===== src/verilog/osm_consts.svh =====
// Constants of the oscillator select and fail-safe monitor block.
// Assumes a 40 MHz reference clock and a 32-bit AHB-Lite register port.
`ifndef OSM_CONSTS_SVH
`define OSM_CONSTS_SVH

// Register byte offsets; the decode looks at address bits 11:2 only.
`define OSM_ADDR_CTRL 12'h000
`define OSM_ADDR_TRIM 12'h004
`define OSM_ADDR_STAT 12'h008

// Control register field positions.
`define OSM_CUR_HI 14
`define OSM_CUR_LO 12
`define OSM_NEW_HI 10
`define OSM_NEW_LO 8
`define OSM_LOCK_BIT 5
`define OSM_FAIL_BIT 3
`define OSM_SEC_EN_BIT 1
`define OSM_SWREQ_BIT 0
`define OSM_TRIM_HI 3

// Group codes.
`define OSM_GRP_PLL 3'h7
`define OSM_GRP_EXT 3'h3
`define OSM_GRP_LOW_POWER_INTERNAL_RC 3'h2
`define OSM_GRP_FRC 3'h1
`define OSM_GRP_SEC 3'h0

// Primary selection codes that route the fast RC through the PLL.
`define OSM_FPR_FRC_X4 5'h05
`define OSM_FPR_FRC_X8 5'h06
`define OSM_FPR_FRC_X16 5'h07
// Primary selection codes of the plain crystal modes.
`define OSM_FPR_LOW_RANGE 5'h00
`define OSM_FPR_STANDARD 5'h04
`define OSM_FPR_HIGH_SPEED 5'h02

// Reset values.
`define OSM_TRIM_RST 4'h0
`define OSM_HRESP_OKAY 1'b0

// Timing: start-up length in oscillator periods, and the slowest healthy period.
`define OSM_STARTUP_PERIODS 1024
`define OSM_CLK_MHZ 40
`define OSM_FAIL_PERIOD_NS 10000
`define OSM_FAIL_CYCLES ((`OSM_FAIL_PERIOD_NS * `OSM_CLK_MHZ) / 1000)

`endif


===== src/verilog/osm_pkg.sv =====
// Types shared by the oscillator select and fail-safe monitor block.
// Assumes the constants header is compiled alongside.
package osm_pkg;
  typedef logic [2:0] osm_group_t;
  typedef logic [4:0] osm_fpr_t;
  typedef logic [1:0] osm_cfg_t;
  typedef logic [3:0] osm_trim_t;
  typedef logic [1:0] osm_gain_t;
  typedef enum logic [0:0] {OSM_SW_IDLE, OSM_SW_WAIT} osm_sw_state_t;
endpackage


===== src/verilog/osm_osc_watch.sv =====
// Samples one oscillator pin, reports its rising edges and a stall.
// Assumes the pin toggles no faster than half the reference clock.
`timescale 1ns/1ps
`include "osm_consts.svh"
module osm_osc_watch (
  // Clock and reset.
  input wire logic ref_clk,
  input wire logic rst_n,
  // Oscillator pin.
  input wire logic osc_pin,
  // Findings.
  output logic osc_edge,
  output logic osc_stalled
);
  localparam int STALL_CYCLES = `OSM_FAIL_CYCLES;
  logic sync_a;
  logic sync_b;
  logic sync_c;
  logic [9:0] quiet_cnt;

  always_ff @(posedge ref_clk) begin
    if (!rst_n) begin
      sync_a <= 1'b0;
      sync_b <= 1'b0;
      sync_c <= 1'b0;
    end else begin
      sync_a <= osc_pin;
      sync_b <= sync_a;
      sync_c <= sync_b;
    end
  end

  assign osc_edge = sync_b & ~sync_c;

  // A period longer than the slowest healthy one counts as a stall.
  always_ff @(posedge ref_clk) begin
    if (!rst_n || osc_edge) begin
      quiet_cnt <= 10'h000;
      osc_stalled <= 1'b0;
    end else if (quiet_cnt >= 10'(STALL_CYCLES)) begin
      osc_stalled <= 1'b1;
    end else begin
      quiet_cnt <= quiet_cnt + 10'h001;
    end
  end
endmodule // osm_osc_watch


===== src/verilog/osm_startup_timer.sv =====
// Counts oscillator periods after a restart and flags when enough have passed.
// Assumes osc_edge is a one-cycle pulse on the reference clock.
`timescale 1ns/1ps
`include "osm_consts.svh"
module osm_startup_timer (
  // Clock and reset.
  input wire logic ref_clk,
  input wire logic rst_n,
  // Control.
  input wire logic restart,
  input wire logic osc_edge,
  // Status.
  output logic done
);
  logic [9:0] period_cnt;

  always_ff @(posedge ref_clk) begin
    if (!rst_n || restart) begin
      period_cnt <= 10'h000;
      done <= 1'b0;
    end else if (osc_edge && !done) begin
      period_cnt <= period_cnt + 10'h001;
      if (period_cnt == 10'(`OSM_STARTUP_PERIODS - 1)) begin
        done <= 1'b1;
      end
    end
  end
endmodule // osm_startup_timer


===== src/verilog/osm_top.sv =====
// Oscillator group selection, start-up gating, clock switching and fail-safe monitor.
// Assumes configuration fuses are static and sleep and watchdog enable are on ref_clk.
//
// The AHB-Lite slave port and the register addresses were chosen for this implementation.
`timescale 1ns/1ps
`include "osm_consts.svh"
module osm_top (
  // Clock and reset.
  input wire logic ref_clk,
  input wire logic rst_n,
  // AHB-Lite slave.
  input wire logic hsel,
  input wire logic [31:0] haddr,
  input wire logic [1:0] htrans,
  input wire logic hwrite,
  input wire logic [2:0] hsize,
  input wire logic [31:0] hwdata,
  input wire logic hready,
  output logic [31:0] hrdata,
  output logic hreadyout,
  output logic hresp,
  // Configuration fuses.
  input wire osm_pkg::osm_group_t group_select_config,
  input wire osm_pkg::osm_fpr_t primary_select_config,
  input wire osm_pkg::osm_cfg_t switch_monitor_config,
  // Core and power state.
  input wire logic sleep,
  input wire logic watchdog_enable,
  input wire logic power_up_timer_done_pin,
  // Oscillator pins.
  input wire logic pri_osc_pin,
  input wire logic sec_osc_pin,
  input wire logic pll_lock_pin,
  // Clock tree control.
  output osm_pkg::osm_group_t sys_group,
  output logic sys_clk_release,
  output logic pll_enable,
  output logic pll_from_fast_rc,
  output osm_pkg::osm_gain_t pll_gain,
  output osm_pkg::osm_trim_t fast_rc_trim,
  output logic pri_osc_run,
  output logic sec_osc_run,
  output logic fast_rc_run,
  output logic low_power_internal_rc_run,
  output logic clock_fail_trap
);
  import osm_pkg::*;

  // True when the PLL group takes the fast RC instead of the primary pins.
  function automatic logic pll_uses_fast_rc(input osm_fpr_t fpr);
    return fpr == `OSM_FPR_FRC_X4 || fpr == `OSM_FPR_FRC_X8 || fpr == `OSM_FPR_FRC_X16;
  endfunction

  function automatic logic uses_primary(input osm_group_t grp, input osm_fpr_t fpr);
    return grp == `OSM_GRP_EXT || (grp == `OSM_GRP_PLL && !pll_uses_fast_rc(fpr));
  endfunction

  // Crystal modes of the primary pins; other modes need no start-up wait.
  function automatic logic is_crystal(input osm_group_t grp, input osm_fpr_t fpr);
    if (grp == `OSM_GRP_EXT) begin
      return fpr == `OSM_FPR_LOW_RANGE || fpr == `OSM_FPR_STANDARD ||
             fpr == `OSM_FPR_HIGH_SPEED;
    end
    return grp == `OSM_GRP_PLL && fpr[4];
  endfunction

  osm_group_t current_group_field;
  osm_group_t new_group_field;
  logic secondary_osc_enable;
  logic clock_fail_flag;
  logic switch_request_bit;
  osm_trim_t fast_rc_trim_field;
  osm_sw_state_t sw_state;

  logic switch_off;
  logic monitor_on;
  logic [1:0] lock_sync;
  logic [1:0] power_up_timer_sync;
  logic power_up_timer_seen;
  logic power_up_timer_rise;
  logic sleep_q;
  logic wake;
  logic pri_edge;
  logic sec_edge;
  logic pri_stalled;
  logic sec_stalled;
  logic main_done;
  logic tgt_done;
  logic tgt_restart;
  logic tgt_edge;
  logic tgt_ready;
  logic main_ready;
  logic fail_now;
  logic sw_start;
  logic sw_abort;

  // AHB-Lite bookkeeping.
  logic addr_take;
  logic wr_pend;
  logic [11:0] wr_addr;
  logic wr_ctrl;
  logic wr_trim;

  assign switch_off = switch_monitor_config[1];
  assign monitor_on = switch_monitor_config == 2'h0;

  // Both oscillator pins get the same sampling and stall watch.
  logic [1:0] pin_vec;
  logic [1:0] edge_vec;
  logic [1:0] stall_vec;
  assign pin_vec = {sec_osc_pin, pri_osc_pin};
  for (genvar i = 0; i < 2; i++) begin : g_watch
    osm_osc_watch u_watch (
      .ref_clk(ref_clk),
      .rst_n(rst_n),
      .osc_pin(pin_vec[i]),
      .osc_edge(edge_vec[i]),
      .osc_stalled(stall_vec[i])
    );
  end
  assign pri_edge = edge_vec[0];
  assign sec_edge = edge_vec[1];
  assign pri_stalled = stall_vec[0];
  assign sec_stalled = stall_vec[1];

  always_ff @(posedge ref_clk) begin
    if (!rst_n) begin
      lock_sync <= 2'h0;
      power_up_timer_sync <= 2'h0;
      power_up_timer_seen <= 1'b0;
      sleep_q <= 1'b0;
    end else begin
      lock_sync <= {lock_sync[0], pll_lock_pin};
      power_up_timer_sync <= {power_up_timer_sync[0], power_up_timer_done_pin};
      power_up_timer_seen <= power_up_timer_sync[1];
      sleep_q <= sleep;
    end
  end
  assign power_up_timer_rise = power_up_timer_sync[1] & ~power_up_timer_seen;
  assign wake = sleep_q & ~sleep;

  // Main start-up timer: restarted by reset and by each wake from sleep.
  osm_startup_timer u_main_timer (
    .ref_clk(ref_clk),
    .rst_n(rst_n),
    .restart(wake || sleep),
    .osc_edge(pri_edge),
    .done(main_done)
  );
  assign main_ready = !is_crystal(current_group_field, primary_select_config) || main_done;

  // Target timer counts the periods of the source being switched to.
  assign tgt_edge = uses_primary(new_group_field, primary_select_config) ? pri_edge : sec_edge;
  osm_startup_timer u_tgt_timer (
    .ref_clk(ref_clk),
    .rst_n(rst_n),
    .restart(tgt_restart),
    .osc_edge(tgt_edge),
    .done(tgt_done)
  );
  // A secondary that is already enabled is taken at once; a disabled one never completes.
  always_comb begin
    if (new_group_field == `OSM_GRP_SEC) begin
      tgt_ready = secondary_osc_enable;
    end else if (is_crystal(new_group_field, primary_select_config)) begin
      tgt_ready = tgt_done;
    end else begin
      tgt_ready = 1'b1;
    end
  end

  // Fail-safe detection: a stalled running source, or power-up expiry before start.
  always_comb begin
    fail_now = 1'b0;
    if (monitor_on && current_group_field != `OSM_GRP_FRC && !sleep) begin
      if (sys_clk_release && uses_primary(current_group_field, primary_select_config) &&
          pri_stalled) begin
        fail_now = 1'b1;
      end
      if (sys_clk_release && current_group_field == `OSM_GRP_SEC && sec_stalled) begin
        fail_now = 1'b1;
      end
      if (power_up_timer_rise && is_crystal(current_group_field, primary_select_config) && !main_done) begin
        fail_now = 1'b1;
      end
    end
  end

  // Bus: address phase captured when the bus is ready; every answer is zero-wait.
  assign addr_take = hsel && htrans[1] && hready;
  assign wr_ctrl = wr_pend && wr_addr == `OSM_ADDR_CTRL;
  assign wr_trim = wr_pend && wr_addr == `OSM_ADDR_TRIM;
  assign sw_start = wr_ctrl && hwdata[`OSM_SWREQ_BIT] && !switch_request_bit && !switch_off;
  assign sw_abort = wr_ctrl && !hwdata[`OSM_SWREQ_BIT];
  assign tgt_restart = sw_start;

  always_ff @(posedge ref_clk) begin
    if (!rst_n) begin
      wr_pend <= 1'b0;
      wr_addr <= 12'h000;
    end else begin
      wr_pend <= addr_take && hwrite;
      wr_addr <= {haddr[11:2], 2'h0};
    end
  end

  // Read data is latched in the address phase, so it shows the state before
  // a write that sits in the same cycle's data phase.
  always_ff @(posedge ref_clk) begin
    if (!rst_n) begin
      hrdata <= 32'h0000_0000;
    end else if (addr_take && !hwrite) begin
      unique case ({haddr[11:2], 2'h0})
        `OSM_ADDR_CTRL: begin
          hrdata <= 32'h0000_0000;
          hrdata[`OSM_CUR_HI:`OSM_CUR_LO] <= current_group_field;
          hrdata[`OSM_NEW_HI:`OSM_NEW_LO] <= new_group_field;
          hrdata[`OSM_LOCK_BIT] <= lock_sync[1];
          hrdata[`OSM_FAIL_BIT] <= clock_fail_flag;
          hrdata[`OSM_SEC_EN_BIT] <= secondary_osc_enable;
          hrdata[`OSM_SWREQ_BIT] <= switch_request_bit;
        end
        `OSM_ADDR_TRIM: hrdata <= {28'h000_0000, fast_rc_trim_field};
        `OSM_ADDR_STAT: begin
          hrdata <= {14'h0000, switch_monitor_config, 1'b0, group_select_config,
                     3'h0, primary_select_config, 2'h0, power_up_timer_seen, main_done};
        end
        default: hrdata <= 32'h0000_0000;
      endcase
    end
  end

  always_ff @(posedge ref_clk) begin
    if (!rst_n) begin
      hreadyout <= 1'b0;
      hresp <= `OSM_HRESP_OKAY;
    end else begin
      hreadyout <= 1'b1;
      hresp <= `OSM_HRESP_OKAY;
    end
  end

  // Software-owned fields.
  always_ff @(posedge ref_clk) begin
    if (!rst_n) begin
      new_group_field <= group_select_config;
      secondary_osc_enable <= 1'b0;
      fast_rc_trim_field <= `OSM_TRIM_RST;
    end else begin
      if (wr_ctrl) begin
        new_group_field <= hwdata[`OSM_NEW_HI:`OSM_NEW_LO];
        secondary_osc_enable <= hwdata[`OSM_SEC_EN_BIT];
      end
      if (wr_trim) begin
        fast_rc_trim_field <= hwdata[`OSM_TRIM_HI:0];
      end
    end
  end

  // Clock-fail flag: the hardware set wins over a software clear in the same cycle.
  always_ff @(posedge ref_clk) begin
    if (!rst_n) begin
      clock_fail_flag <= 1'b0;
    end else if (fail_now) begin
      clock_fail_flag <= 1'b1;
    end else if (wr_ctrl && !hwdata[`OSM_FAIL_BIT]) begin
      clock_fail_flag <= 1'b0;
    end
  end

  // Switch sequencer and current group.
  always_ff @(posedge ref_clk) begin
    if (!rst_n) begin
      current_group_field <= group_select_config;
      switch_request_bit <= 1'b0;
      sw_state <= OSM_SW_IDLE;
    end else if (switch_off) begin
      current_group_field <= group_select_config;
      switch_request_bit <= 1'b0;
      sw_state <= OSM_SW_IDLE;
    end else if (fail_now) begin
      current_group_field <= `OSM_GRP_FRC;
      switch_request_bit <= 1'b0;
      sw_state <= OSM_SW_IDLE;
    end else begin
      unique case (sw_state)
        OSM_SW_IDLE: begin
          if (sw_start) begin
            switch_request_bit <= 1'b1;
            sw_state <= OSM_SW_WAIT;
          end
        end
        OSM_SW_WAIT: begin
          if (sw_abort) begin
            switch_request_bit <= 1'b0;
            sw_state <= OSM_SW_IDLE;
          end else if (tgt_ready) begin
            current_group_field <= new_group_field;
            switch_request_bit <= 1'b0;
            sw_state <= OSM_SW_IDLE;
          end
        end
      endcase
    end
  end

  // Clock tree outputs.
  always_ff @(posedge ref_clk) begin
    if (!rst_n) begin
      sys_group <= `OSM_GRP_FRC;
      sys_clk_release <= 1'b0;
      pll_enable <= 1'b0;
      pll_from_fast_rc <= 1'b0;
      pll_gain <= 2'h1;
      fast_rc_trim <= `OSM_TRIM_RST;
      clock_fail_trap <= 1'b0;
    end else begin
      sys_group <= current_group_field;
      if (current_group_field == `OSM_GRP_SEC) begin
        sys_clk_release <= secondary_osc_enable;
      end else begin
        sys_clk_release <= main_ready && !fail_now;
      end
      pll_enable <= current_group_field == `OSM_GRP_PLL && !sleep;
      pll_from_fast_rc <= pll_uses_fast_rc(primary_select_config);
      pll_gain <= primary_select_config[1:0];
      fast_rc_trim <= fast_rc_trim_field;
      clock_fail_trap <= fail_now;
    end
  end

  // Oscillator enables.
  always_ff @(posedge ref_clk) begin
    if (!rst_n) begin
      pri_osc_run <= 1'b0;
      sec_osc_run <= 1'b0;
      fast_rc_run <= 1'b0;
      low_power_internal_rc_run <= 1'b1;
    end else begin
      pri_osc_run <= !sleep && !fail_now &&
                     (uses_primary(current_group_field, primary_select_config) ||
                      (sw_state == OSM_SW_WAIT &&
                       uses_primary(new_group_field, primary_select_config)));
      sec_osc_run <= secondary_osc_enable;
      fast_rc_run <= current_group_field == `OSM_GRP_FRC || fail_now ||
                     (current_group_field == `OSM_GRP_PLL &&
                      pll_uses_fast_rc(primary_select_config));
      if (!power_up_timer_seen) begin
        low_power_internal_rc_run <= 1'b1;
      end else if (monitor_on) begin
        low_power_internal_rc_run <= !sleep;
      end else begin
        low_power_internal_rc_run <= watchdog_enable || current_group_field == `OSM_GRP_LOW_POWER_INTERNAL_RC;
      end
    end
  end
endmodule // osm_top


===== config.mk =====
export PLATFORM = sky130hd
export DESIGN_NAME = osm_top
export DESIGN_NICKNAME = d
export VERILOG_FILES = /design/src/verilog/osm_pkg.sv /design/src/verilog/osm_osc_watch.sv /design/src/verilog/osm_startup_timer.sv /design/src/verilog/osm_top.sv
export VERILOG_INCLUDE_DIRS = /design/src /design/src/verilog
export SDC_FILE = /design/constraint.sdc
export NUM_CORES = 1
export LEC_CHECK = 0
export BUFFER_PORTS_ARGS = -buffer_cell sky130_fd_sc_hd__buf_2
export CORE_MARGIN = 3
export CORE_UTILIZATION = 55
export DETAILED_ROUTE_END_ITERATION = 8
export PLACE_DENSITY = 0.84
export SLEW_MARGIN = 20
export SYNTH_ARGS = -nofsm -noshare
export SYNTH_HDL_FRONTEND = slang
export SYNTH_SLANG_ARGS = --single-unit

===== constraint.sdc =====
create_clock -name ref_clk -period 4.6 [get_ports ref_clk]
set_input_delay 0.69 -clock ref_clk [delete_from_list [all_inputs] [get_ports ref_clk]]
set_output_delay 0.69 -clock ref_clk [all_outputs]
set_load 0.01 [all_outputs]

-- After elaboration in Yosys (flattened, before gate mapping)
Index checks and enable logic that the tools add are counted.
W data, S select, Z words.
- bits in registers: 133
- bits of input ports: 90
- output and inout port bits: 51
- logic and storage cells: 192
- $add $sub $neg: 4
- magnitude comparators: 2
- equality and inequality tests: 23
- muxes and demuxes: 40
- bitwise gates (word level): 10
- reductions and logical operators: 72
- operators by type and width (cell ; count):
    $pmux W18 S3 ; 1
    $add A10 B1 Y10 const B ; 4
    $logic_and A1 B1 Y1 ; 31
    $mux W1 ; 29
    $mux W3 ; 8
    $eq A10 B10 Y1 const B ; 2
    $eq A5 B3 Y1 const B ; 4
    $ge A10 B9 Y1 const B ; 2
    $logic_or A1 B1 Y1 ; 16
    $eq A12 B3 Y1 const B ; 1
    $logic_not A1 Y1 ; 12
    $logic_not A12 Y1 ; 1
    $eq A10 B1 Y1 const B ; 1
    $eq A10 B2 Y1 const B ; 1
    $logic_not A10 Y1 ; 1
    $eq A3 B2 Y1 const B ; 3
    $ne A4 B1 Y1 const B ; 2
    $reduce_and A2 Y1 ; 4
    $eq A3 B3 Y1 const B ; 2
    $logic_not A3 Y1 ; 2
    $ne A3 B1 Y1 const B ; 2
    $not A1 Y1 ; 6
    $eq A5 B2 Y1 const B ; 1
    $logic_not A5 Y1 ; 1
    9 further kinds ; 14

-- Depth between registers and ports, before layout
Gate-level depths: netlist of the first run.
- depth after elaboration: 15
- gate-level depth with buffers: 6
- depth with buffers taken out: 6

-- Hierarchy
Synthesis of the first run repeated with hierarchy kept, for this count alone.
- cells, all modules: 517
- area, all modules: 4933.5 sq um
- by module, submodules not included (module ; instances ; cells an instance ; area each (sq um) ; sequential area each (sq um)):
    osm_top ; 1 ; 273 ; 2656.3 ; 1361.3
    osm_osc_watch ; 2 ; 66 ; 619.3 ; 280.3
    osm_startup_timer ; 2 ; 56 ; 519.2 ; 220.2

-- Least setup slack after synthesis of the first run
No wires, ideal clock.
- path kind: input port to flip-flop
- start point: input port primary_select_config[1]
- end point: register current_group_field[1] (data pin)
- library setup time: 255 ps
- arrival: 1968 ps
- required time: 4345 ps
- setup slack: 2376 ps
- stages: 5
- path buffers: 0
- cell sequence: a2111o_1 > o21a_1 > nor4_1 > o21bai_1 > a31o_1
- longest elaborated chain between the ends: 15
- elaborated cells on any way between the ends: 27
- those cells by class: 5 x eq/ne; 10 x mux; 12 x reduce/logical
- ends and longest elaborated chain (element ; line ; text):
    from (decl) ; osm_top.sv:24 ; input wire osm_pkg::osm_fpr_t primary_select_config,
    $eq A5 B3 Y1 (no source line) ; -- ;
    $logic_or A1 B1 Y1 (no source line) (2 in a row) ; -- ;
    $logic_not A1 Y1 ; osm_top.sv:55 ; return grp == `OSM_GRP_EXT || (grp == `OSM_GRP_PLL && !pll_uses_fast_rc(fpr));
    $logic_and A1 B1 Y1 ; osm_top.sv:55 ;
    $logic_or A1 B1 Y1 ; osm_top.sv:55 ;
    $logic_and A1 B1 Y1 (2 in a row) ; osm_top.sv:176 ; if (sys_clk_release && uses_primary(current_group_field, primary_select_config) &&
    $mux W1 ; osm_top.sv:176 ;
    $mux W1 ; osm_top.sv:180 ; if (sys_clk_release && current_group_field == `OSM_GRP_SEC && sec_stalled) begin
    $mux W1 * ; osm_top.sv:183 ; if (power_up_timer_rise && is_crystal(current_group_field, primary_select_config) && !main_done) begin
    $mux W1 * ; osm_top.sv:175 ; if (monitor_on && current_group_field != `OSM_GRP_FRC && !sleep) begin
    $mux W3 * ; osm_top.sv:281 ; end else if (fail_now) begin
    $mux W3 * ; osm_top.sv:277 ; end else if (switch_off) begin
    $mux W3 * ; osm_top.sv:273 ; if (!rst_n) begin
    to (signal assigned) ; osm_top.sv:274 ; current_group_field <= group_select_config;
    to (signal assigned) ; osm_top.sv:278 ; current_group_field <= group_select_config;
    to (signal assigned) ; osm_top.sv:282 ; current_group_field <= `OSM_GRP_FRC;
    to (decl) ; osm_top.sv:67 ; osm_group_t current_group_field;
Mark *: on every way between the ends. The rest lies on a longest branch, timed or not. The select of a mux whose other input is x is not followed.
A chain may end at the register's enable or synchronous reset.

-- Worst setup path in the final report of the first run
- start point: register current_group_field[0]
- end point: register current_group_field[0] (enable)
- longest elaborated chain between the ends: 11
- elaborated cells on any way between the ends: 27
- those cells by class: 6 x eq/ne; 8 x mux; 13 x reduce/logical
- ends and longest elaborated chain (element ; line):
    $eq A3 B2 Y1 (no source line) / $eq A3 B3 Y1 (equally long branches) ; --
    $mux W1 / $logic_and A1 B1 Y1 (equally long branches) ; osm_top.sv:60, osm_top.sv:55
    $mux W1 / $logic_or A1 B1 Y1 (equally long branches) ; osm_top.sv:175, osm_top.sv:55
    $mux W1 / $logic_and A1 B1 Y1 (equally long branches) ; osm_top.sv:64, osm_top.sv:176
    $mux W1 / $logic_and A1 B1 Y1 (equally long branches) ; osm_top.sv:175, osm_top.sv:176
    $logic_and A1 B1 Y1 / $mux W1 (equally long branches) ; osm_top.sv:183, osm_top.sv:176
    $logic_and A1 B1 Y1 / $mux W1 (equally long branches) ; osm_top.sv:183, osm_top.sv:180
    $mux W1 ; osm_top.sv:183
    $mux W1 * ; osm_top.sv:175
    $ne A4 B4 Y1 (no source line) / $ne A4 B1 Y1 (equally long branches) ; --
    $reduce_and A3 Y1 (no source line) * ; --
Marks and branches as above.

==> report_table.html, run 1 <==
<table>
<tr><th>Metric</th><th>Value</th></tr>
<tr><th colspan="2">Setup path</th></tr>
<tr><td>Ordered list of cells on the worst path</td><td>and2_1, nand3_1, o21ai_0, o21bai_1, nand3_1</td></tr>
<tr><td>Setup crit end kind</td><td>register</td></tr>
<tr><td>Peak per-stage delay on the critical path</td><td>600 ps</td></tr>
<tr><td>Crit path buf inv count</td><td>0</td></tr>
<tr><td>Kind of cell adding the most delay to the critical path</td><td>compound AO/OA/AOI/OAI gates</td></tr>
<tr><td>Kind of start point of the critical path</td><td>register</td></tr>
<tr><td>Cell seen most often among critical-path stages</td><td>sky130_fd_sc_hd__nand3_1</td></tr>
<tr><td>Register-to-Register Setup Slack</td><td>2450 ps</td></tr>
<tr><td>Crit Path Category</td><td>reg -&gt; reg</td></tr>
<tr><td>Biggest fanout along the worst timing path</td><td>10</td></tr>
<tr><td>Required time at the worst-slack endpoint</td><td>between 4000 and 5000 ps</td></tr>
<tr><td>Worst reg2reg endpoint</td><td>current_group_field[0]</td></tr>
<tr><td>Startpoint of the lowest-slack register-to-register path</td><td>current_group_field[0]</td></tr>
<tr><td>Crit path max-delay cell type</td><td>sky130_fd_sc_hd__o21bai_1</td></tr>
<tr><td>Signal arrival time at the worst endpoint</td><td>between 2000 and 2500 ps</td></tr>
<tr><td>Number of cell instances on the worst register-to-register path</td><td>5</td></tr>
<tr><td>Levels on crit path</td><td>5</td></tr>
<tr><th colspan="2">Worst hold path</th></tr>
<tr><td>Capture endpoint of the worst hold path</td><td>lock_sync[0]</td></tr>
<tr><td>Classification of the worst-slack hold path</td><td>in -&gt; reg</td></tr>
<tr><td>Hold Crit Start</td><td>pll_lock_pin</td></tr>
<tr><td>Number of cells on the worst hold path</td><td>2</td></tr>
<tr><th colspan="2">Clock network</th></tr>
<tr><td>Number of buffers on the longest clock path</td><td>2</td></tr>
<tr><td>Sinks on the clock net</td><td>115</td></tr>
<tr><td>Insertion delay of the later-clocked pin in the worst-skew pair</td><td>~500 ps</td></tr>
<tr><td>Number of buffers inserted by hold repair at cts</td><td>0</td></tr>
<tr><td>Number of H-tree levels</td><td>4</td></tr>
<tr><td>Post-CTS Repair Setup Buffers</td><td>0</td></tr>
<tr><td>Clock slew at the register clock pins of the worst setup and hold paths</td><td>roughly 60 ps</td></tr>
<tr><td>Cts bufs inserted</td><td>17</td></tr>
<tr><td>Resized Gates After CTS</td><td>0</td></tr>
<tr><td>Clock Root Buffer</td><td>sky130_fd_sc_hd__clkbuf_8</td></tr>
<tr><td>Clock tree from TritonCTS</td><td>built</td></tr>
<tr><th colspan="2">Synth</th></tr>
<tr><td>Synth top area share</td><td>45.4%</td></tr>
<tr><td>Synthesized cell area</td><td>about 4800 sq um</td></tr>
<tr><td>Avg Synthesized Cell Area</td><td>between 9 and 10 sq um</td></tr>
<tr><td>Most numerous cell types in the synthesized netlist</td><td>109 x sky130_fd_sc_hd__dfxtp_1, 52 x sky130_fd_sc_hd__nor2_1, 35 x sky130_fd_sc_hd__and2_1, 30 x sky130_fd_sc_hd__nand2_1, 24 x sky130_fd_sc_hd__nand3_1</td></tr>
<tr><td>Flop and latch count out of synthesis</td><td>between 100 and 150</td></tr>
<tr><td>Warning count from the yosys run</td><td>0</td></tr>
<tr><td>Number of enable flip-flop cells after synthesis</td><td>6</td></tr>
<tr><td>Most instantiated flip-flop cell in the synthesis netlist</td><td>sky130_fd_sc_hd__dfxtp_1</td></tr>
<tr><td>Share of flip-flops with an asynchronous set or reset after synthesis</td><td>0%</td></tr>
<tr><td>Synth top area cells</td><td>sky130_fd_sc_hd__dfxtp_1 45%, sky130_fd_sc_hd__and2_1 4.6%, sky130_fd_sc_hd__nor2_1 4.1%</td></tr>
<tr><td>Fraction of the yosys area taken by sequential cells</td><td>49.2%</td></tr>
<tr><td>Most common cell in the synthesized netlist</td><td>sky130_fd_sc_hd__dfxtp_1</td></tr>
<tr><td>Number of unique standard cell types used by synthesis</td><td>between 50 and 60</td></tr>
<tr><td>Cell taking the most area after synthesis</td><td>sky130_fd_sc_hd__dfxtp_1</td></tr>
<tr><td>Synth Instances</td><td>506</td></tr>
<tr><th colspan="2">Placement</th></tr>
<tr><td>Placed cells</td><td>664</td></tr>
<tr><td>Total cell area at the placement stage</td><td>5160 sq um</td></tr>
<tr><td>Place WS</td><td>roughly 2000 ps</td></tr>
<tr><td>Weighted congestion reported at the end of routability-driven placement</td><td>between 0.8 and 0.9</td></tr>
<tr><td>Input/output buffers</td><td>72</td></tr>
<tr><td>Post-detailed-placement half-perimeter wirelength</td><td>between 7000 and 8000 um</td></tr>
<tr><th colspan="2">Global routing</th></tr>
<tr><td>Grt ovf</td><td>0</td></tr>
<tr><td>Vias in the first global route</td><td>3707</td></tr>
<tr><td>Number of antenna violations at the first check in global routing</td><td>0</td></tr>
<tr><td>Global-route wire length before repair</td><td>between 15000 and 20000 um</td></tr>
<tr><td>Largest net degree at the start of global routing</td><td>53</td></tr>
<tr><td>GRT Total Usage</td><td>22.5%</td></tr>
<tr><th colspan="2">Cells and area</th></tr>
<tr><td>Synthesis-to-layout area growth</td><td>20.6%</td></tr>
<tr><td>Net total in the final layout</td><td>approximately 670</td></tr>
<tr><td>Sequential Area</td><td>around 2400 sq um</td></tr>
<tr><td>Share of cells above drive strength 1</td><td>roughly a fifth</td></tr>
<tr><td>Post-Layout Inst Area</td><td>slightly below 6000 sq um</td></tr>
<tr><td>ANT cells</td><td>0</td></tr>
<tr><td>Post-Layout Cell Count</td><td>696</td></tr>
<tr><td>Fill cell instance count of the final layout</td><td>about 600</td></tr>
<tr><td>Multi-input gate area</td><td>2240 sq um</td></tr>
<tr><th colspan="2">Drt</th></tr>
<tr><td>Total wire length after detailed routing</td><td>approximately 11000 um</td></tr>
<tr><td>Detailed router's first-iteration violation count</td><td>between 200 and 300</td></tr>
<tr><td>Vias per cell</td><td>about 5.5</td></tr>
<tr><td>Residual DRC</td><td>0</td></tr>
<tr><td>Vias after detailed routing</td><td>about 3800</td></tr>
<tr><td>1st-pass router iterations</td><td>5</td></tr>
<tr><td>Count of nets left with antenna violations after detail routing</td><td>0</td></tr>
<tr><td>Average wire length per cell after detail routing</td><td>around 15 um</td></tr>
<tr><th colspan="2">Power and ir drop</th></tr>
<tr><td>P per Cell Area</td><td>~440 nW/um^2</td></tr>
<tr><td>Peak supply drop</td><td>roughly 0.24 mV</td></tr>
<tr><td>Leakage dissipation</td><td>~2.5 nW</td></tr>
<tr><th colspan="2">Timing</th></tr>
<tr><td>Maximum clock rate</td><td>roughly 0.46 GHz</td></tr>
<tr><td>Minimum clock period</td><td>between 2000 and 2500 ps</td></tr>
<tr><td>Final worst clock skew</td><td>7.71 ps</td></tr>
<tr><td>Total Negative Setup Slacks</td><td>0 ps</td></tr>
<tr><td>Final Worst Setup Slack</td><td>2450 ps</td></tr>
<tr><td>Number of setup violations in the final report</td><td>0</td></tr>
<tr><td>Slew at the pin with the worst max-slew slack</td><td>~860 ps</td></tr>
<tr><td>Final Hold Slack</td><td>387 ps</td></tr>
<tr><td>Final Hold Violating Endpoints</td><td>0</td></tr>
<tr><td>Final Cycle Share</td><td>46.8%</td></tr>
<tr><td>Worst relative slew slack</td><td>42.4%</td></tr>
<tr><td>Setup repair after global routing missed its margin</td><td>false</td></tr>
<tr><td>Number of pins exceeding their max-slew limit in the final report</td><td>0</td></tr>
<tr><th colspan="2">Run</th></tr>
<tr><td>Reported max-cap violation count</td><td>0</td></tr>
<tr><th colspan="2">Floorplan</th></tr>
<tr><td>Core Region</td><td>between 8000 and 9000 sq um</td></tr>
<tr><td>Vertical die dimension</td><td>99.5 um</td></tr>
<tr><td>Area of the die</td><td>approximately 9900 sq um</td></tr>
<tr><td>Chip width</td><td>between 90 and 100 um</td></tr>
<tr><td>Num ports</td><td>141</td></tr>
<tr><td>Starting utilization of the core area</td><td>between 50% and 60%</td></tr>
<tr><td>Number of placement rows</td><td>33</td></tr>
<tr><th colspan="2">Status</th></tr>
<tr><td>Run status</td><td>complete, no violations</td></tr>
</table>
-- worst max path at each step --
| stage | startpoint | endpoint | slack [ps] |
|---|---|---|---|
| after floorplan | primary_select_config[1] | current_group_field[1] | 2380 |
| after global placement | primary_select_config[1] | current_group_field[2] | 2050 |
| after detailed placement | primary_select_config[1] | current_group_field[2] | 2010 |
| after CTS | current_group_field[0] | current_group_field[0] | 2470 |
| after global routing | current_group_field[0] | current_group_field[0] | 2220 |
| final | current_group_field[0] | current_group_field[0] | 2450 |
-- state kept, by name, indices dropped and copies added (netlist names), 4 cells and up --
signal and cells:
fast_rc_trim 4, g_watch.u_watch.quiet_cnt 20, fast_rc_trim_field 4, hrdata 16, u_main_timer.period_cnt 10, u_tgt_timer.period_cnt 10, wr_addr 10
-- cells in the final DEF, fill, tap and decap left out, types with 14 or more instances in the layout --
cell                        netlist  layout
sky130_fd_sc_hd__inv_1           17      17
sky130_fd_sc_hd__dfxtp_1        109     109
sky130_fd_sc_hd__conb_1           1      17
sky130_fd_sc_hd__and3_1          14      14
sky130_fd_sc_hd__nor2_1          52      52
sky130_fd_sc_hd__xor2_1          19      19
sky130_fd_sc_hd__clkbuf_16        0      16
sky130_fd_sc_hd__and2_1          35      35
sky130_fd_sc_hd__nand2_1         30      30
sky130_fd_sc_hd__buf_2            1      72
sky130_fd_sc_hd__nand3_1         24      24
-- layer usage --
metal	wire, um	share of wire, %	global-route usage (%)
met1	4320	40	26.8
met2	5340	50	37.6
met3	815	7.6	7.01
met4	189	1.8	9.87
met5	0	0	0
-- per-stage QoR --
stage               utilization [%]  total power, mW
floorplan                         -             1.15
global placement               61.9             1.19
detailed placement             61.9             1.19
CTS                            69.5             2.56
global route                   69.5             2.63
finish                         69.5             2.55
-- worst register-to-register path, stage by stage, from the launching register on --
cell and delay (ps):
sky130_fd_sc_hd__edfxtp_1 530, sky130_fd_sc_hd__and2_1 240, sky130_fd_sc_hd__nand3_1 110, sky130_fd_sc_hd__o21ai_0 80
sky130_fd_sc_hd__o21bai_1 600, sky130_fd_sc_hd__nand3_1 280
-- power by group --
part	switching, mW	internal (mW)
clock	0.453	0.923
sequential	0.0211	1.03
combinational	0.0714	0.0494
total	0.546	2.01
-- cell families (layout without fill, tap and decap cells) --
logic type	Yosys count	count (layout)	synth area share (%)
compound gates	73	73	11.4
xor+xnor	25	25	4.56
fa+ha+maj	6	6	1.56
buf+inv	53	122	5.49
flops	115	115	49.2
mux	13	13	2.81
other cells	1	17	0.0781
simple gates	220	220	24.9
-- final cells by class --
| class | instances | area share (%) |
|---|---|---|
| clock buffer | 20 | 7.86 |
| clock inverter | 12 | 3.04 |
| multi-input combinational | 354 | 38.6 |
| timing repair buffer | 73 | 6.35 |
| sequential | 115 | 40.8 |
| inverter | 17 | 1.10 |
| tap | 105 | 2.27 |
Power figures use the tool's default switching activity.
==> run 2: changes to the inputs <==
--- a/config.mk
+++ b/config.mk
@@ -8,9 +8,9 @@
 export LEC_CHECK = 0
 export BUFFER_PORTS_ARGS = -buffer_cell sky130_fd_sc_hd__buf_2
 export CORE_MARGIN = 3
-export CORE_UTILIZATION = 55
+export CORE_UTILIZATION = 47
 export DETAILED_ROUTE_END_ITERATION = 8
-export PLACE_DENSITY = 0.84
+export PLACE_DENSITY = 0.76
 export SLEW_MARGIN = 20
 export SYNTH_ARGS = -nofsm -noshare
 export SYNTH_HDL_FRONTEND = slang
==> constraint.sdc (replaced) <==
create_clock -name ref_clk -period 1.9 [get_ports ref_clk]
set_input_delay 0.285 -clock ref_clk [delete_from_list [all_inputs] [get_ports ref_clk]]
set_output_delay 0.285 -clock ref_clk [all_outputs]
set_load 0.01 [all_outputs]
==> run 2 against run 1 <==
Effect of this change: the flow now finishes with violations (setup timing); via count increased by 5.5%; first-iteration DRC count shrank 8.5%; highest routed layer unchanged; sequential power rose by 140%; die area rose by 16%; combinational power grew to 3.1 times the previous value; global-route usage is 1.2 points lower; power is 140% higher; core utilization fell by 6.9 points.
==> report_table.html, run 2 (same netlist as run 1, synthesis figures left out) <==
<table>
<tr><th>Metric</th><th>Value</th></tr>
<tr><th colspan="2">Status</th></tr>
<tr><td>Run status</td><td>finished, violations left</td></tr>
<tr><td>Failing checks</td><td>setup timing</td></tr>
<tr><th colspan="2">Timing</th></tr>
<tr><td>Number of setup violations in the final report</td><td>3</td></tr>
<tr><td>Minimum clock period</td><td>1930 ps</td></tr>
<tr><td>Final Hold Violating Endpoints</td><td>0</td></tr>
<tr><td>Total Negative Setup Slacks</td><td>-81.0 ps</td></tr>
<tr><td>Final Cycle Share</td><td>101%</td></tr>
<tr><td>Worst relative slew slack</td><td>64.2%</td></tr>
<tr><td>Slew at the pin with the worst max-slew slack</td><td>roughly 540 ps</td></tr>
<tr><td>Number of pins exceeding their max-slew limit in the final report</td><td>0</td></tr>
<tr><td>Final worst clock skew</td><td>between 8 and 9 ps</td></tr>
<tr><td>Final Hold Slack</td><td>roughly 14 ps</td></tr>
<tr><td>Setup repair after global routing missed its margin</td><td>true</td></tr>
<tr><td>Maximum clock rate</td><td>between 0.5 and 0.6 GHz</td></tr>
<tr><td>Final Worst Setup Slack</td><td>-27.0 ps</td></tr>
<tr><th colspan="2">Power and ir drop</th></tr>
<tr><td>Relative contribution of sequential cells to total power</td><td>41.7%</td></tr>
<tr><td>Peak supply drop</td><td>0.628 mV</td></tr>
<tr><td>Cell Int Power</td><td>approximately 4.8 mW</td></tr>
<tr><td>Leakage dissipation</td><td>about 2.6 nW</td></tr>
<tr><td>Share of total power in the clock network</td><td>between 50% and 60%</td></tr>
<tr><td>Relative contribution of combinational cells to total power</td><td>6.1%</td></tr>
<tr><td>Switching power as a share of total power</td><td>21.3%</td></tr>
<tr><td>Total Power</td><td>between 6 and 7 mW</td></tr>
<tr><td>P per Cell Area</td><td>roughly 990 nW/um^2</td></tr>
<tr><td>Net switching power</td><td>between 1 and 1.5 mW</td></tr>
<tr><th colspan="2">Run</th></tr>
<tr><td>Reported max-cap violation count</td><td>0</td></tr>
<tr><th colspan="2">Setup path</th></tr>
<tr><td>Peak per-stage delay on the critical path</td><td>approximately 550 ps</td></tr>
<tr><td>Crit path buf inv count</td><td>0</td></tr>
<tr><td>Signal arrival time at the worst endpoint</td><td>~2200 ps</td></tr>
<tr><td>Required time at the worst-slack endpoint</td><td>between 2000 and 2500 ps</td></tr>
<tr><td>Kind of cell adding the most delay to the critical path</td><td>simple AND/OR/NAND/NOR gates</td></tr>
<tr><td>Ordered list of cells on the worst path</td><td>or4_4, nor4_4, nand2b_1, nand3_1, nand3_2</td></tr>
<tr><td>Setup crit end kind</td><td>register</td></tr>
<tr><td>Startpoint of the worst setup timing path</td><td>wr_addr[6]</td></tr>
<tr><td>Biggest fanout along the worst timing path</td><td>4</td></tr>
<tr><td>Crit Path Category</td><td>reg -&gt; reg</td></tr>
<tr><td>Crit path max-delay cell type</td><td>sky130_fd_sc_hd__or4_4</td></tr>
<tr><td>Kind of start point of the critical path</td><td>register</td></tr>
<tr><td>Startpoint of the lowest-slack register-to-register path</td><td>wr_addr[6]</td></tr>
<tr><th colspan="2">Floorplan</th></tr>
<tr><td>Vertical die dimension</td><td>between 100 and 150 um</td></tr>
<tr><td>Chip width</td><td>approximately 110 um</td></tr>
<tr><td>Number of placement rows</td><td>36</td></tr>
<tr><td>Num ports</td><td>approximately 140</td></tr>
<tr><td>Starting utilization of the core area</td><td>around 49%</td></tr>
<tr><td>Core Region</td><td>approximately 9900 sq um</td></tr>
<tr><td>Area of the die</td><td>about 11000 sq um</td></tr>
<tr><th colspan="2">Cells and area</th></tr>
<tr><td>Post-Layout Inst Area</td><td>just over 6000 sq um</td></tr>
<tr><td>Most frequent standard cell in the layout excluding fill and tap cells</td><td>sky130_fd_sc_hd__dfxtp_1</td></tr>
<tr><td>Multi-input gate area</td><td>roughly 2300 sq um</td></tr>
<tr><td>Biggest registers after layout</td><td>g_watch.u_watch.quiet_cnt x20, hrdata x16</td></tr>
<tr><td>Flip-flop count of the largest register, all copies and words added</td><td>20</td></tr>
<tr><td>Synthesis-to-layout area growth</td><td>28.5%</td></tr>
<tr><td>Sequential Area</td><td>~2400 sq um</td></tr>
<tr><td>Share of cells above drive strength 1</td><td>about a quarter</td></tr>
<tr><td>Most flop-heavy register</td><td>g_watch.u_watch.quiet_cnt</td></tr>
<tr><td>Leading cell types in the layout, fill and taps excluded</td><td>109 x sky130_fd_sc_hd__dfxtp_1, 72 x sky130_fd_sc_hd__buf_2, 52 x sky130_fd_sc_hd__nor2_1, 35 x sky130_fd_sc_hd__and2_1, 30 x sky130_fd_sc_hd__buf_4</td></tr>
<tr><td>Net total in the final layout</td><td>714</td></tr>
<tr><td>Fill cell instance count of the final layout</td><td>about 800</td></tr>
<tr><td>ANT cells</td><td>0</td></tr>
<tr><th colspan="2">Global routing</th></tr>
<tr><td>Largest net degree at the start of global routing</td><td>24</td></tr>
<tr><td>GRT Total Usage</td><td>a little over a fifth</td></tr>
<tr><td>Grt ovf</td><td>0</td></tr>
<tr><td>Number of antenna violations at the first check in global routing</td><td>0</td></tr>
<tr><td>Vias in the first global route</td><td>4091</td></tr>
<tr><td>Global-route wire length before repair</td><td>19200 um</td></tr>
<tr><th colspan="2">Clock network</th></tr>
<tr><td>Insertion delay of the later-clocked pin in the worst-skew pair</td><td>~500 ps</td></tr>
<tr><td>Clock tree from TritonCTS</td><td>built</td></tr>
<tr><td>Number of buffers on the longest clock path</td><td>2</td></tr>
<tr><td>Cts bufs inserted</td><td>17</td></tr>
<tr><td>Sinks on the clock net</td><td>115</td></tr>
<tr><td>Number of H-tree levels</td><td>4</td></tr>
<tr><td>Clock Root Buffer</td><td>sky130_fd_sc_hd__clkbuf_8</td></tr>
<tr><td>Clock slew at the register clock pins of the worst setup and hold paths</td><td>roughly 60 ps</td></tr>
<tr><th colspan="2">Drt</th></tr>
<tr><td>Count of nets left with antenna violations after detail routing</td><td>0</td></tr>
<tr><td>DR WL met2</td><td>about 5900 um</td></tr>
<tr><td>Vias after detailed routing</td><td>slightly above 4000</td></tr>
<tr><td>1st-pass router iterations</td><td>5</td></tr>
<tr><td>Average wire length per cell after detail routing</td><td>~16 um</td></tr>
<tr><td>Residual DRC</td><td>0</td></tr>
<tr><td>Total wire length after detailed routing</td><td>about 12000 um</td></tr>
<tr><td>Met1 Routed Length</td><td>between 4000 and 5000 um</td></tr>
<tr><td>Vias per cell</td><td>5.28</td></tr>
<tr><td>Top layer used by detailed routing</td><td>met4</td></tr>
<tr><td>Detailed router's first-iteration violation count</td><td>roughly 250</td></tr>
<tr><td>Total met3 wirelength after detailed routing</td><td>about 860 um</td></tr>
<tr><th colspan="2">Placement</th></tr>
<tr><td>Total cell area at the placement stage</td><td>5410 sq um</td></tr>
<tr><td>Input/output buffers</td><td>~70</td></tr>
<tr><td>Post-detailed-placement half-perimeter wirelength</td><td>~8400 um</td></tr>
<tr><td>Place WS</td><td>-105 ps</td></tr>
<tr><td>Weighted congestion reported at the end of routability-driven placement</td><td>approximately 0.83</td></tr>
<tr><th colspan="2">Worst hold path</th></tr>
<tr><td>Hold Crit Start</td><td>haddr[6]</td></tr>
<tr><td>Classification of the worst-slack hold path</td><td>in -&gt; reg</td></tr>
</table>
-- run 2: cell count changes in the layout (fill, tap and decap cells not counted), sizes merged --
| cell | change |
|---|---|
| buf | +30 |
| dlygate4sd3 | +10 |
| clkbuf | +2 |
| clkinvlp | -2 |
| bufinv | -1 |
| clkinv | +1 |
| inv | -1 |
-- run 2: worst paths after layout --
kind / cells after the start / slack [ps] / to
worst max-delay path: 5 / -30 / current_group_field[2]
worst min-delay path: 2 / 10 / wr_addr[6]
worst max register to register: 5 / -30 / current_group_field[2]
worst min register to register: 1 / 430 / g_watch[1].u_watch.sync_b
-- run 2: final cells by class --
type                       instances  area share [%]
clock buffer                      22            7.68
timing repair buffer             113            11.4
tap                              133            2.70
inverter                          17            1.03
multi-input combinational        354            36.9
sequential                       115            38.3
clock inverter                     9            2.03
-- run 2: through the flow --
stage	cells	utilization, %
after floorplan	522	-
after CTS	760	62.1
after detailed placement	718	54.8
after global placement	718	54.8
final	763	62.6
after global routing	763	62.6
-- run 2: worst reg2reg max path: stages (launching register included) --
cell	delay (ps)
sky130_fd_sc_hd__dfxtp_1	310
sky130_fd_sc_hd__or4_4	550
sky130_fd_sc_hd__nor4_4	370
sky130_fd_sc_hd__nand2b_1	150
sky130_fd_sc_hd__nand3_1	140
sky130_fd_sc_hd__nand3_2	140
-- run 2: repair_timing --
item,4_1_cts,5_1_grt
gates resized for setup,2,7
endpoints found under the hold margin,10,0
gates cloned,0,0
endpoints found under the setup margin,16,27
hold buffers,10,0
buffers inserted,1,3
pin swaps,1,5
-- run 2: metal layers --
| layer | up-vias | GRT usage, % |
|---|---|---|
| met5 | - | 0 |
| li1 | 1947 | - |
| met2 | 153 | 37.3 |
| met4 | 0 | 8.77 |
| met1 | 1899 | 24.2 |
| met3 | 28 | 6.20 |
-- run 2: power by group through the flow --
stage	logic [mW]	clock network, mW	registers (mW)
3_5_place_dp	0.334	0	2.59
4_1_cts	0.359	3.20	2.54
3_3_place_gp	0.324	0	2.59
2_1_floorplan	0.209	0	2.59
6_report	0.370	3.18	2.54
5_1_grt	0.406	3.33	2.55
==> run 3: changes to the inputs <==
--- a/config.mk
+++ b/config.mk
@@ -7,10 +7,12 @@
 export NUM_CORES = 1
 export LEC_CHECK = 0
 export BUFFER_PORTS_ARGS = -buffer_cell sky130_fd_sc_hd__buf_2
+export CELL_PAD_IN_SITES_DETAIL_PLACEMENT = 1
+export CELL_PAD_IN_SITES_GLOBAL_PLACEMENT = 2
 export CORE_MARGIN = 3
-export CORE_UTILIZATION = 47
+export CORE_UTILIZATION = 28
 export DETAILED_ROUTE_END_ITERATION = 8
-export PLACE_DENSITY = 0.76
+export PLACE_DENSITY_LB_ADDON = 0.1
 export SLEW_MARGIN = 20
 export SYNTH_ARGS = -nofsm -noshare
 export SYNTH_HDL_FRONTEND = slang
==> run 3 against run 2 <==
Effect of this change: the run now ends clean; power up 3.8%; sequential cell count unchanged; first-iteration DRC count down 66%; combinational power down 3%; die area up 64%; critical endpoint is now sw_state; non-clock buffer count down 7; clock power up 7.5%; register-to-register slack better by 120 ps; sequential power about the same; hold slack better by 73 ps.
==> report_table.html, run 3 (same netlist as run 1, synthesis figures left out) <==
<table>
<tr><th>Metric</th><th>Value</th></tr>
<tr><th colspan="2">Placement</th></tr>
<tr><td>Weighted congestion reported at the end of routability-driven placement</td><td>about 0.8</td></tr>
<tr><td>Place WS</td><td>-152 ps</td></tr>
<tr><td>Post-detailed-placement half-perimeter wirelength</td><td>9610 um</td></tr>
<tr><td>Placed cells</td><td>~810</td></tr>
<tr><td>Input/output buffers</td><td>a little over 70</td></tr>
<tr><th colspan="2">Global routing</th></tr>
<tr><td>Largest net degree at the start of global routing</td><td>between 50 and 60</td></tr>
<tr><td>Grt ovf</td><td>0</td></tr>
<tr><td>Global-route wire length before repair</td><td>roughly 22000 um</td></tr>
<tr><td>Number of antenna violations at the first check in global routing</td><td>0</td></tr>
<tr><td>GRT Total Usage</td><td>~15%</td></tr>
<tr><td>Vias in the first global route</td><td>between 4000 and 5000</td></tr>
<tr><th colspan="2">Floorplan</th></tr>
<tr><td>Num ports</td><td>141</td></tr>
<tr><td>Chip width</td><td>137 um</td></tr>
<tr><td>Core Region</td><td>16700 sq um</td></tr>
<tr><td>Area of the die</td><td>18800 sq um</td></tr>
<tr><td>Vertical die dimension</td><td>about 140 um</td></tr>
<tr><td>Number of placement rows</td><td>47</td></tr>
<tr><td>Starting utilization of the core area</td><td>28.8%</td></tr>
<tr><th colspan="2">Setup path</th></tr>
<tr><td>Crit Path Category</td><td>reg -&gt; reg</td></tr>
<tr><td>Signal arrival time at the worst endpoint</td><td>around 2100 ps</td></tr>
<tr><td>Crit path buf inv count</td><td>1</td></tr>
<tr><td>Required time at the worst-slack endpoint</td><td>roughly 2200 ps</td></tr>
<tr><td>Peak per-stage delay on the critical path</td><td>about 550 ps</td></tr>
<tr><td>Ordered list of cells on the worst path</td><td>or4_4, nor4_4, buf_6, nand2b_4, and3b_1, o211a_1</td></tr>
<tr><td>Biggest fanout along the worst timing path</td><td>4</td></tr>
<tr><td>Setup crit end kind</td><td>register</td></tr>
<tr><td>Crit path max-delay cell type</td><td>sky130_fd_sc_hd__or4_4</td></tr>
<tr><td>Kind of cell adding the most delay to the critical path</td><td>simple AND/OR/NAND/NOR gates</td></tr>
<tr><td>Kind of start point of the critical path</td><td>register</td></tr>
<tr><th colspan="2">Timing</th></tr>
<tr><td>Final Worst Setup Slack</td><td>around 90 ps</td></tr>
<tr><td>Number of pins exceeding their max-slew limit in the final report</td><td>0</td></tr>
<tr><td>Final Hold Violating Endpoints</td><td>0</td></tr>
<tr><td>Final Hold Slack</td><td>87.3 ps</td></tr>
<tr><td>Final Cycle Share</td><td>between 90 and 100%</td></tr>
<tr><td>Maximum clock rate</td><td>0.553 GHz</td></tr>
<tr><td>Minimum clock period</td><td>approximately 1800 ps</td></tr>
<tr><td>Final worst clock skew</td><td>slightly below 4 ps</td></tr>
<tr><td>Number of setup violations in the final report</td><td>0</td></tr>
<tr><th colspan="2">Drt</th></tr>
<tr><td>Total wire length after detailed routing</td><td>13200 um</td></tr>
<tr><td>Average wire length per cell after detail routing</td><td>~16 um</td></tr>
<tr><td>1st-pass router iterations</td><td>4</td></tr>
<tr><td>Vias after detailed routing</td><td>3840</td></tr>
<tr><td>Detailed router's first-iteration violation count</td><td>85</td></tr>
<tr><td>Residual DRC</td><td>0</td></tr>
<tr><td>Count of nets left with antenna violations after detail routing</td><td>0</td></tr>
<tr><td>Vias per cell</td><td>approximately 4.6</td></tr>
<tr><th colspan="2">Power and ir drop</th></tr>
<tr><td>P per Cell Area</td><td>between 1000 and 1500 nW/um^2</td></tr>
<tr><td>Peak supply drop</td><td>roughly 0.6 mV</td></tr>
<tr><td>Leakage dissipation</td><td>approximately 2.6 nW</td></tr>
<tr><th colspan="2">Clock network</th></tr>
<tr><td>Insertion delay of the later-clocked pin in the worst-skew pair</td><td>~410 ps</td></tr>
<tr><td>Clock tree from TritonCTS</td><td>built</td></tr>
<tr><td>Cts bufs inserted</td><td>17</td></tr>
<tr><td>Number of buffers on the longest clock path</td><td>2</td></tr>
<tr><td>Clock Root Buffer</td><td>sky130_fd_sc_hd__clkbuf_16</td></tr>
<tr><td>Number of H-tree levels</td><td>4</td></tr>
<tr><td>Sinks on the clock net</td><td>between 100 and 150</td></tr>
<tr><td>Clock slew at the register clock pins of the worst setup and hold paths</td><td>50 ps</td></tr>
<tr><th colspan="2">Cells and area</th></tr>
<tr><td>Post-Layout Cell Count</td><td>between 800 and 900</td></tr>
<tr><td>Most flop-heavy register</td><td>g_watch.u_watch.quiet_cnt</td></tr>
<tr><td>Net total in the final layout</td><td>approximately 710</td></tr>
<tr><td>Most frequent standard cell in the layout excluding fill and tap cells</td><td>sky130_fd_sc_hd__dfxtp_1</td></tr>
<tr><td>Synthesis-to-layout area growth</td><td>30.4%</td></tr>
<tr><td>Leading cell types in the layout, fill and taps excluded</td><td>109 x sky130_fd_sc_hd__dfxtp_1, 72 x sky130_fd_sc_hd__buf_2, 52 x sky130_fd_sc_hd__nor2_1, 35 x sky130_fd_sc_hd__and2_1, 31 x sky130_fd_sc_hd__buf_4</td></tr>
<tr><td>ANT cells</td><td>0</td></tr>
<tr><td>Share of cells above drive strength 1</td><td>25.2%</td></tr>
<tr><td>Fill cell instance count of the final layout</td><td>about 2000</td></tr>
<tr><td>Flip-flop count of the largest register, all copies and words added</td><td>20</td></tr>
<tr><td>Biggest registers after layout</td><td>g_watch.u_watch.quiet_cnt x20, hrdata x16</td></tr>
<tr><th colspan="2">Run</th></tr>
<tr><td>Reported max-cap violation count</td><td>0</td></tr>
<tr><th colspan="2">Status</th></tr>
<tr><td>Run status</td><td>complete, no violations</td></tr>
<tr><th colspan="2">Worst hold path</th></tr>
<tr><td>Classification of the worst-slack hold path</td><td>in -&gt; reg</td></tr>
</table>
[run 3: cell count changes in the layout (fill, tap and decap cells not counted), sizes merged]
cell         before  now
buf             103  106
inv              18   17
clkbuf           22   24
dlygate4sd3      10    0
clkinv            5    4
[run 3: power breakdown]
part,switching (mW),internal [mW]
sequential,0.0416,2.50
combinational,0.202,0.157
clock,1.11,2.31
total,1.36,4.96
[run 3: what timing repair did]
| item | 4_1_cts | 5_1_grt |
|---|---|---|
| endpoints found under the setup margin | 9 | 22 |
| setup buffers | 1 | 0 |
| pin swaps | 1 | 2 |
| hold buffers | 0 | 0 |
| resized for setup | 3 | 7 |
[run 3: area by class of cell]
class / instances / area (sq um) / area share (%)
sequential: 115 / 2360 / 37.7
multi-input combinational: 354 / 2280 / 36.4
timing repair buffer: 106 / 644 / 10.3
clock buffer: 24 / 523 / 8.35
tap: 220 / 275 / 4.39
clock inverter: 7 / 118 / 1.88
inverter: 17 / 63.8 / 1.02
[run 3: routing by layer]
metal / share of wire, % / GRT usage [%]
met1: 48 / 18.8
met2: 48 / 24.4
met3: 3.5 / 4.12
met4: 1.3 / 5.04
met5: 0 / 0
[run 3: final timing paths]
check | from | endpoint | slack [ps] | cells after the start
setup / recovery | wr_addr[6] | sw_state | 90 | 6
hold / removal | sec_osc_pin | g_watch[1].u_watch.sync_a | 90 | 2
setup reg to reg | wr_addr[6] | sw_state | 90 | 6
hold reg to reg | lock_sync[0] | lock_sync[1] | 430 | 1
[run 3: metrics by stage]
stage	power [mW]	utilization (%)	cell area, sq um	setup TNS [ps]
3_5_place_dp	2.95	33.4	5570	-1350
4_1_cts	6.42	37.3	6230	0
2_1_floorplan	2.80	-	4860	0
5_1_grt	6.58	37.5	6260	-18.5
6_report	6.32	37.5	6260	0
3_3_place_gp	2.94	33.4	5570	-1150
